### config.mk
export PLATFORM = sky130hd
export DESIGN_NAME = autoreload_timer16
export DESIGN_NICKNAME = d
export VERILOG_FILES = /design/src/hw/autoreload_timer16.v
export VERILOG_INCLUDE_DIRS = /design/src /design/src/pkg
export SDC_FILE = /design/constraint.sdc
export NUM_CORES = 1
export LEC_CHECK = 0
export ABC_CLOCK_PERIOD_IN_PS = 2600
export BUFFER_PORTS_ARGS = -buffer_cell sky130_fd_sc_hd__buf_2
export CAP_MARGIN = 20
export CELL_PAD_IN_SITES_DETAIL_PLACEMENT = 1
export CELL_PAD_IN_SITES_GLOBAL_PLACEMENT = 1
export CORE_UTILIZATION = 30
export CTS_CLUSTER_SIZE = 28
export DETAILED_ROUTE_END_ITERATION = 8
export HOLD_SLACK_MARGIN = 0.02
export PLACE_DENSITY = 0.74
export SYNTH_ARGS = -nofsm -noshare
export SYNTH_HDL_FRONTEND = slang
export SYNTH_SLANG_ARGS = --single-unit
### constraint.sdc
create_clock -name hclk -period 2.6 [get_ports hclk]
set_clock_uncertainty 0.2 [all_clocks]
set_input_delay 0.52 -clock hclk [delete_from_list [all_inputs] [get_ports hclk]]
set_output_delay 0.52 -clock hclk [all_outputs]
set_load 0.01 [all_outputs]
### src/pkg/autoreload_timer16_regs.vh
`ifndef AUTORELOAD_TIMER16_REGS_VH
`define AUTORELOAD_TIMER16_REGS_VH

// Register indices; byte address is four times the index
`define TMR_CTRL_IDX      8'hc4
`define TMR_RLD_LO_IDX    8'hc5
`define TMR_RLD_HI_IDX    8'hc6
`define TMR_COUNT_IDX     8'hc8
`define TMR_STATUS_IDX    8'hc9
`define TMR_CLEAR_IDX     8'hca
`define TMR_IRQ_EN_IDX    8'hcb

// Control register fields
`define TMR_FLAG_BIT      4
`define TMR_RUN_BIT       3
`define TMR_PS_MSB        2
`define TMR_PS_LSB        0

// Interrupt enable, status and clear share this bit
`define TMR_IRQ_BIT       1

// Reset values
`define TMR_CTRL_RST      8'h00
`define TMR_RLD_LO_RST    8'h00
`define TMR_RLD_HI_RST    8'h00
`define TMR_IRQ_EN_RST    8'h00
`define TMR_COUNT_RST     16'h0000

// Rollover point of the counter
`define TMR_COUNT_MAX     16'hffff

`endif

### src/hw/autoreload_timer16.v
`timescale 1ns/1ns
`default_nettype none
`include "autoreload_timer16_regs.vh"

// Plain software storage; only a bus write changes it.
// Shared by every register that has no hardware update path.
module sw_store_reg #(
   parameter             WIDTH = 8,            // Stored bits
   parameter [WIDTH-1:0] RESET = {WIDTH{1'b0}} // Value after reset
) (
   input  wire             hclk,    // System clock
   input  wire             hresetn, // Asynchronous reset, active low
   input  wire             wr,      // Write strobe of the data phase
   input  wire [WIDTH-1:0] din,     // Write data
   output reg  [WIDTH-1:0] q        // Stored value
);

   // Holds between writes; no hardware event touches it
   always @(posedge hclk or negedge hresetn) begin
      if (!hresetn) begin
         q <= RESET;
      end else if (wr) begin
         q <= din;
      end
   end

endmodule // sw_store_reg

module autoreload_timer16 (
   input  wire        hclk,         // System clock, 50 MHz
   input  wire        hresetn,      // Asynchronous reset, active low
   input  wire        hsel,         // Slave select
   input  wire [31:0] haddr,        // Byte address
   input  wire [1:0]  htrans,       // Transfer type
   input  wire        hwrite,       // Write when high
   input  wire [2:0]  hsize,        // Transfer size
   input  wire [31:0] hwdata,       // Write data
   input  wire        hready,       // Bus ready
   input  wire        overflow_ack, // Service entry strobe
   output reg  [31:0] hrdata,       // Read data
   output reg         hreadyout,    // Slave ready
   output reg         hresp,        // Always OKAY
   output reg         irq,          // Level interrupt
   output reg         baud_tick     // One-cycle overflow pulse
);

   // Bus phase tracking
   reg         wr_pend_reg;
   reg         rd_pend_reg;
   reg  [7:0]  idx_reg;
   wire        accept;
   wire [7:0]  acc_idx;
   wire        addr_ok;

   // Registers seen by software
   reg  [7:0]  ctrl_reg;
   reg  [7:0]  ctrl_next;
   wire [7:0]  rld_lo_reg;
   wire [7:0]  rld_hi_reg;
   wire [7:0]  irq_en_reg;
   reg         status_reg;
   reg         status_next;

   // Counting state
   reg  [15:0] count_reg;
   reg  [15:0] count_next;
   reg  [6:0]  pre_reg;
   wire [6:0]  pre_mask;
   wire        run;
   wire        tick;
   wire        rollover;
   wire [15:0] reload_value;

   // Write strobes of the current data phase
   wire        wr_ctrl;
   wire        wr_lo;
   wire        wr_hi;
   wire        wr_en;
   wire        wr_clr;
   reg  [31:0] rd_mux;

   // Control and enable fields under their own names
   wire [2:0]  prescale_select;
   wire        overflow_irq_enable;

   // Address phase is taken only for word-sized, aligned transfers
   // Misaligned or sub-word requests get no wait and no effect
   assign addr_ok  = (haddr[1:0] == 2'b00) && (hsize == 3'b010);
   assign accept   = hsel && htrans[1] && hready && addr_ok;
   assign acc_idx  = haddr[9:2];

   // Capture address phase; reads get one wait state
   always @(posedge hclk or negedge hresetn) begin
      if (!hresetn) begin
         wr_pend_reg <= 1'b0;
         rd_pend_reg <= 1'b0;
         idx_reg     <= 8'h00;
      end else begin
         wr_pend_reg <= accept && hwrite;
         rd_pend_reg <= accept && !hwrite;
         if (accept) begin
            idx_reg <= acc_idx;
         end
      end
   end

   // Write decode in the data phase
   // At most one data phase is pending, so strobes never overlap
   assign wr_ctrl = wr_pend_reg && (idx_reg == `TMR_CTRL_IDX);
   assign wr_lo   = wr_pend_reg && (idx_reg == `TMR_RLD_LO_IDX);
   assign wr_hi   = wr_pend_reg && (idx_reg == `TMR_RLD_HI_IDX);
   assign wr_en   = wr_pend_reg && (idx_reg == `TMR_IRQ_EN_IDX);
   assign wr_clr  = wr_pend_reg && (idx_reg == `TMR_CLEAR_IDX);

   // Read mux; unmapped and write-only offsets read zero
   always @* begin
      rd_mux = 32'h0000_0000;
      case (idx_reg)
         `TMR_CTRL_IDX:   rd_mux[7:0]  = ctrl_reg;
         `TMR_RLD_LO_IDX: rd_mux[7:0]  = rld_lo_reg;
         `TMR_RLD_HI_IDX: rd_mux[7:0]  = rld_hi_reg;
         `TMR_COUNT_IDX:  rd_mux[15:0] = count_reg;
         `TMR_STATUS_IDX: rd_mux[`TMR_IRQ_BIT] = status_reg;
         `TMR_IRQ_EN_IDX: rd_mux[7:0]  = irq_en_reg;
         default:         rd_mux = 32'h0000_0000;
      endcase
   end

   // Ready drops for the one read wait state; response always OKAY
   always @(posedge hclk or negedge hresetn) begin
      if (!hresetn) begin
         hreadyout <= 1'b1;
         hresp     <= 1'b0;
      end else begin
         hresp <= 1'b0;
         if (accept && !hwrite) begin
            hreadyout <= 1'b0;
         end else begin
            hreadyout <= 1'b1;
         end
      end
   end

   // Read data is sampled in the wait state so a write
   // just before a read is always visible
   always @(posedge hclk or negedge hresetn) begin
      if (!hresetn) begin
         hrdata <= 32'h0000_0000;
      end else if (rd_pend_reg) begin
         hrdata <= rd_mux;
      end
   end

   assign run             = ctrl_reg[`TMR_RUN_BIT];
   assign prescale_select = ctrl_reg[`TMR_PS_MSB:`TMR_PS_LSB];

   // Prescaler mask: tick when the low bits are all ones
   // divide by two to the code
   assign pre_mask = ~(7'h7f << prescale_select);
   // Free-running count, so a new code takes effect within one period;
   // code zero ticks on every system clock
   assign tick     = run && ((pre_reg & pre_mask) == pre_mask);

   always @(posedge hclk or negedge hresetn) begin
      if (!hresetn) begin
         pre_reg <= 7'h00;
      end else if (!run) begin
         // Restart so the first period after start is whole
         pre_reg <= 7'h00;
      end else begin
         pre_reg <= pre_reg + 7'h01;
      end
   end

   assign reload_value = {rld_hi_reg, rld_lo_reg};
   assign rollover     = tick && (count_reg == `TMR_COUNT_MAX);

   // Counter next value
   always @* begin
      count_next = count_reg;
      if (rollover) begin
         count_next = reload_value;
      end else if (tick) begin
         count_next = count_reg + 16'h0001;
      end
   end

   // Counter is not writable; it starts from zero or from the reload
   // halted unless run is set
   always @(posedge hclk or negedge hresetn) begin
      if (!hresetn) begin
         count_reg <= `TMR_COUNT_RST;
      end else begin
         count_reg <= count_next;
      end
   end

   // Control register; hardware set wins over any clear
   always @* begin
      ctrl_next = ctrl_reg;
      // Bits 7:5 are plain storage for the serial ports
      if (wr_ctrl) begin
         ctrl_next = hwdata[7:0];
      end
      if (overflow_ack) begin
         ctrl_next[`TMR_FLAG_BIT] = 1'b0;
      end
      if (rollover) begin
         ctrl_next[`TMR_FLAG_BIT] = 1'b1;
      end
   end

   // Sticky status bit, cleared by write-one or service entry
   always @* begin
      status_next = status_reg;
      if ((wr_clr && hwdata[`TMR_IRQ_BIT]) || overflow_ack) begin
         status_next = 1'b0;
      end
      if (rollover) begin
         status_next = 1'b1;
      end
   end

   always @(posedge hclk or negedge hresetn) begin
      if (!hresetn) begin
         ctrl_reg   <= `TMR_CTRL_RST;
         status_reg <= 1'b0;
      end else begin
         ctrl_reg   <= ctrl_next;
         status_reg <= status_next;
      end
   end

   // low byte of the reload value
   // writes while running are taken as-is, result undefined
   sw_store_reg #(
      .WIDTH (8),
      .RESET (`TMR_RLD_LO_RST)
   ) i_sw_store_reg_lo (
      .hclk    (hclk),
      .hresetn (hresetn),
      .wr      (wr_lo),
      .din     (hwdata[7:0]),
      .q       (rld_lo_reg)
   );

   // high reload byte, zero after reset
   sw_store_reg #(
      .WIDTH (8),
      .RESET (`TMR_RLD_HI_RST)
   ) i_sw_store_reg_hi (
      .hclk    (hclk),
      .hresetn (hresetn),
      .wr      (wr_hi),
      .din     (hwdata[7:0]),
      .q       (rld_hi_reg)
   );

   // Interrupt enable byte; only the overflow bit acts
   sw_store_reg #(
      .WIDTH (8),
      .RESET (`TMR_IRQ_EN_RST)
   ) i_sw_store_reg_en (
      .hclk    (hclk),
      .hresetn (hresetn),
      .wr      (wr_en),
      .din     (hwdata[7:0]),
      .q       (irq_en_reg)
   );

   // Overflow interrupt enable bit
   assign overflow_irq_enable = irq_en_reg[`TMR_IRQ_BIT];

   // Interrupt level, registered from next-state values so it
   // changes at the same edge that stores the flag
   // flag or sticky status gated by enable
   always @(posedge hclk or negedge hresetn) begin
      if (!hresetn) begin
         irq <= 1'b0;
      end else begin
         irq <= overflow_irq_enable && (ctrl_next[`TMR_FLAG_BIT] || status_next);
      end
   end

   // overflow as baud source, one pulse per rollover
   always @(posedge hclk or negedge hresetn) begin
      if (!hresetn) begin
         baud_tick <= 1'b0;
      end else begin
         baud_tick <= rollover;
      end
   end

endmodule // autoreload_timer16
`default_nettype wire

# Word level (Yosys, flattened, before mapping)
# Index checks and enable logic that the tools add are counted.
# Widths: inputs -> output; s select.
[word_totals] latchBits=0 input_bits=75 reg_bits=85 output_inout_bits=36 mem_count=0 rom_bits=0 elab_cells=63 mem_bits_rw=0
[classes] shifts=1 muxes=13 n_bitwise=2 n_lt_le_gt_ge=0 n_addsub=2 eq_ne=10 n_reduce_logical=20 div=0 mul=0
[ops] operator="$eq 8x8->1 const B" count=7
[ops] operator="$mux 16" count=2
[ops] operator="$pmux 6 s5" count=1
[ops] operator="$add 16x1->16 const B" count=1
[ops] operator="$eq 16x16->1 const B" count=1
[ops] operator="$logic_and 1x1->1" count=15
[ops] operator="$mux 8" count=1
[ops] operator="$add 7x1->7 const B" count=1
[ops] operator="$and 7x7->7" count=1
[ops] operator="$eq 7x7->1" count=1
[ops] operator="$mux 7" count=1
[ops] operator="$not 7->7" count=1
[ops] operator="$shl 7x3->7 const A" count=1
[ops] operator="$pmux 1 s6" count=1
[ops] operator="$mux 1" count=5
[ops] operator="$mux 5" count=1
[ops] operator="$pmux 1 s5" count=1
[ops] operator="$eq 3x2->1 const B" count=1
[ops] operator="$logic_not 2->1" count=1
[ops] operator="$logic_or 1x1->1" count=2
[ops] operator="$reduce_bool 2->1" count=1
[ops] operator="$logic_not 1->1" count=1

# Logic depth before layout (Yosys ltp)
[depth] word_depth=9 mapped_depth=8 ltp_nobuf=6

# Modules after synthesis
# Synthesis repeated with hierarchy kept, for this count alone.
[hier_totals] cells_unflattened=380 hier_area_um2=4301.6
[by_module_without_submodules] mod="autoreload_timer16" area_per_inst_um2=3306.9 n_inst=1 cells_per_inst=329 seq_area_each_um2=1527.7
[by_module_without_submodules] mod="sw_store_reg" area_per_inst_um2=331.6 n_inst=3 cells_per_inst=17 seq_area_each_um2=200.2

# Worst setup path after synthesis
# OpenSTA, ideal clock, no wires.
[synth_path] path_kind="register to register" from="register count_reg[0]" to="register count_reg[11]" setup_time_ps=122 stages_incl_launch_ff=9 setup_slack_ps=550 n_path_buf=2 period_less_slack_ps=2050 required_ps=2278 arrival_ps=1728 path_cell_list="dfrtp_1 ha_1 nand3_1 or4_1 buf_6 buf_8 nand2_2 nand3_1 o2bb2ai_1"
[synth_via] elab_chain_cells=3 elab_cells_between_ends=6 cone_classes="add/sub: 1; eq/ne: 1; mux: 2; reduce/logical: 2"
[synth_lines] item="start, declared" line="autoreload_timer16.v:65" rtl="reg [15:0] count_reg;"
[synth_lines] item="start signal, assigned" line="autoreload_timer16.v:192" rtl="count_reg <= `TMR_COUNT_RST;"
[synth_lines] item="start signal, assigned" line="autoreload_timer16.v:194" rtl="count_reg <= count_next;"
[synth_lines] item="$add 16x1->16 or $eq 16x16->1 (tied branches)"
[synth_lines] item="$mux 16 or $logic_and 1x1->1 (tied branches)" line="autoreload_timer16.v:183, autoreload_timer16.v:176"
[synth_lines] item="$mux 16 or $reduce_bool 2->1 (tied branches)"
# Several ways; a longest one is shown, not always the timed one. The select of a mux whose other input is x is not followed.
# A chain may end at the register's enable or synchronous reset.

# Final worst setup path
[layout_path] from="register count_reg[1]" to="register count_reg[4]"
# Same word-level chain as after synthesis.

==> impl_metrics.json <==
{
  "maxCapViolCount": 0,
  "setup_viol": 0,
  "die_h_um": 121,
  "ys.flop_type": "dfrtp_1",
  "grt_pass1_vias": 3461,
  "grt_antenna_before_repair": 0,
  "holdCritPathClass": "input port to register",
  "drive_gt1_share_pct": 32.0,
  "holdPathStages": 2,
  "cts.sinks": 85,
  "arrival_ns": 2.44,
  "grt_pass1_wl_um": 18400,
  "dr.first_iter.drc_count": 165,
  "globalplace.congestion": 0.844,
  "cts_tree": "done",
  "tightest_slew_ns": 0.639,
  "cpPeakStageDelay_ns": 0.58,
  "min_period_ns": 2.37,
  "numCtsBuffers": 9,
  "vias_per_cell": 5.14,
  "wl_per_cell_um": 17.4,
  "nFillCells": 1559,
  "ios": 111,
  "maxSlewHeadroom_pct": 57.1,
  "min_from": "hwrite",
  "synth_edf_count": 0,
  "postRouteAntennaNets": 0,
  "h-tree-depth": 3,
  "setup-tns-final_ns": 0,
  "worstSetupEndpointType": "register",
  "initial_core_util_pct": 30.7,
  "fmax_ghz": 0.422,
  "synthArstFlopShare_pct": 100,
  "cts-root-buf": "clkbuf_16",
  "grt_setup_unrepaired": "no",
  "clk_latency_ns": 0.34,
  "drt_wl_total_um": 11100,
  "power.density_mw_per_mm2": 601,
  "num_rows": 43,
  "die_w_um": 121,
  "clkSlewWorstSetupHoldPaths_ns": 0.07,
  "area_delta_synth_final_pct": 17.3,
  "clk_path_buf_depth": 2,
  "synth_warnings": 0,
  "num_vias": 3272,
  "power_leakage_nw": 2.25,
  "nets": 528,
  "worstPathMaxFanout": 11,
  "r2r_slack_ns": 0.23,
  "worst-path-stages": 7,
  "ys_seq_area_share_pct": 50.2,
  "final-max-slew-violation-count": 0,
  "core_sq_mm": 0.0138,
  "worst-setup-path-type": "register to register",
  "hold_viol": 0,
  "drt-pass1-iter-count": 4,
  "cp_common_cell": "nand3_1",
  "critical-path-top-delay-family": "simple AND/OR/NAND/NOR gates",
  "cp.required_ns": 2.67,
  "fin_cells": 636,
  "grt_overflow_total": 0,
  "dp_hpwl_um": 8050,
  "status": "finished clean",
  "worst-path-buf-inv": 1,
  "portBuffers": 46,
  "drc": 0,
  "synth-seq-cells": 85,
  "vdd_ir_drop_max_v": 0.000260,
  "final_common_cell": "dfrtp_1",
  "r2r_cells": 7,
  "cts_setup_buffers": 0,
  "antenna_cells": 0,
  "min_to": "wr_pend_reg$_DFF_PN0_",
  "synth_cell_type_count": 59,
  "cp_cell_sequence": "ha_1, nand3_1, or4_1, buf_4, nand3_1, o21ai_0, a21oi_1",
  "dp_cells": 619,
  "syn_inst": 394,
  "cp-start-kind": "register",
  "slowest_stage": "or4_1",
  "reg2reg_to": "count_reg[4]$_DFFE_PN0P_",
  "final_cell_mix": "dfrtp_1 (84), buf_2 (45), mux2_2 (39), nand2_1 (24), buf_4 (21)",
  "syn_avg_cell_area_sq_um": 10.8,
  "grt_use_total_pct": 16.3,
  "die_area_sq_mm": 0.0146,
  "synth_area_sq_mm": 0.00424,
  "period_share_pct": 91.2,
  "grt_start_max_net_pins": 49,
  "timing.rr.start": "count_reg[1]$_DFFE_PN0P_"
}
## where the power goes
part | internal [mW] | total (mW) | switching [mW]
Sequential | 1.40 | 1.49 | 0.0898
Clock | 0.678 | 1.23 | 0.552
Combinational | 0.118 | 0.274 | 0.156
Total | 2.19 | 2.99 | 0.798
## worst max path at each step
stage,endpoint,slack (ns),start
finish,count_reg[4]$_DFFE_PN0P_,0.23,count_reg[1]$_DFFE_PN0P_
global route,count_reg[4]$_DFFE_PN0P_,0.09,count_reg[0]$_DFFE_PN0P_
CTS,irq$_DFF_PN0_,0.15,count_reg[1]$_DFFE_PN0P_
detailed placement,irq$_DFF_PN0_,0.20,count_reg[1]$_DFFE_PN0P_
global placement,irq$_DFF_PN0_,0.31,count_reg[1]$_DFFE_PN0P_
floorplan,count_reg[11]$_DFFE_PN0P_,0.55,count_reg[0]$_DFFE_PN0P_
## kinds of logic (layout without fill, tap and decap cells)
| kind of cell | count (synthesis) | in the layout | share of synthesized area, % |
|---|---|---|---|
| other | 1 | 17 | 0.0884 |
| AND/OR/NAND/NOR | 117 | 117 | 15.6 |
| AO/OA/AOI/OAI | 94 | 94 | 14.9 |
| multiplexers | 41 | 41 | 10.8 |
| XOR/XNOR | 4 | 4 | 0.826 |
| flip-flops | 85 | 85 | 50.2 |
| buffers and inverters | 50 | 96 | 7.02 |
| adder cells (fa/ha/maj) | 2 | 2 | 0.590 |
## metrics by stage
| step | hold WS [ns] | setup slack [ns] | util, % | instance area, sq um | total power [mW] |
|---|---|---|---|---|---|
| 4_1_cts | 0.183 | 0.151 | 35.9 | 4970 | 3.03 |
| 3_5_place_dp | 0.293 | 0.198 | 33.8 | 4670 | 1.78 |
| 6_report | 0.198 | 0.230 | 36.0 | 4980 | 2.99 |
| 5_1_grt | 0.195 | 0.0887 | 36.0 | 4980 | 3.12 |
| 3_3_place_gp | 0.284 | 0.305 | 33.8 | 4670 | 1.76 |
| 2_1_floorplan | 0.0244 | 0.550 | - | 4300 | 1.66 |
## metal layers
layer / GRT usage, % / up-vias / part of all wire, % / wire, um
met5: 0 / - / 0 / 0
li1: - / 1506 / - / -
met3: 3.62 / 16 / 4.1 / 459
met4: 5.09 / 0 / 1.7 / 188
met2: 26.5 / 79 / 49 / 5470
met1: 21.5 / 1671 / 45 / 4970
## area by class of cell
cell class	instances	area, sq um	share of cell area (%)
Clock inverter	6	48.8	0.981
Timing Repair Buffer	67	393	7.90
Multi-Input combinational cell	275	1890	38.0
Inverter	13	48.8	0.981
Sequential cell	85	2130	42.8
Clock buffer	10	239	4.80
Tap cell	180	225	4.53
## cells in the mapped netlist, types with 3 or more instances
cell type  count  area (sq um)
inv_1         13          48.8
and2_1         6          37.5
dfrtp_1       84          2100
nand4_1        6          37.5
o2bb2ai_1      5          43.8
nand3_1       16          80.1
a31oi_1       15          93.8
a22o_1         7          61.3
nand2_2        3          18.8
xnor2_1        3          26.3
nor2_1        16          60.1
a21oi_1       17          85.1
or2_2          9          56.3
and3_1         8          50.1
buf_4         20           150
nand2_1       24          90.1
nor3_1         4          20.0
buf_2          6          30.0
nand2b_1       4          25.0
nor2b_1        6          37.5
clkbuf_1       7          26.3
o21ai_0       17          85.1
mux2_2        39           439
a22oi_1       16           120
## timing repair
action | CTS | global route
hold buffers | 1 | 0
hold endpoints to repair | 7 | 0
resized for setup | 0 | 1
setup endpoints to repair | 0 | 1
## worst register-to-register path, cell delays in order (launching register included)
cell	delay, ns
dfrtp_1	0.44
ha_1	0.27
nand3_1	0.26
or4_1	0.58
buf_4	0.21
nand3_1	0.09
o21ai_0	0.09
a21oi_1	0.16
No activity file was read; power rests on OpenSTA's default activity.
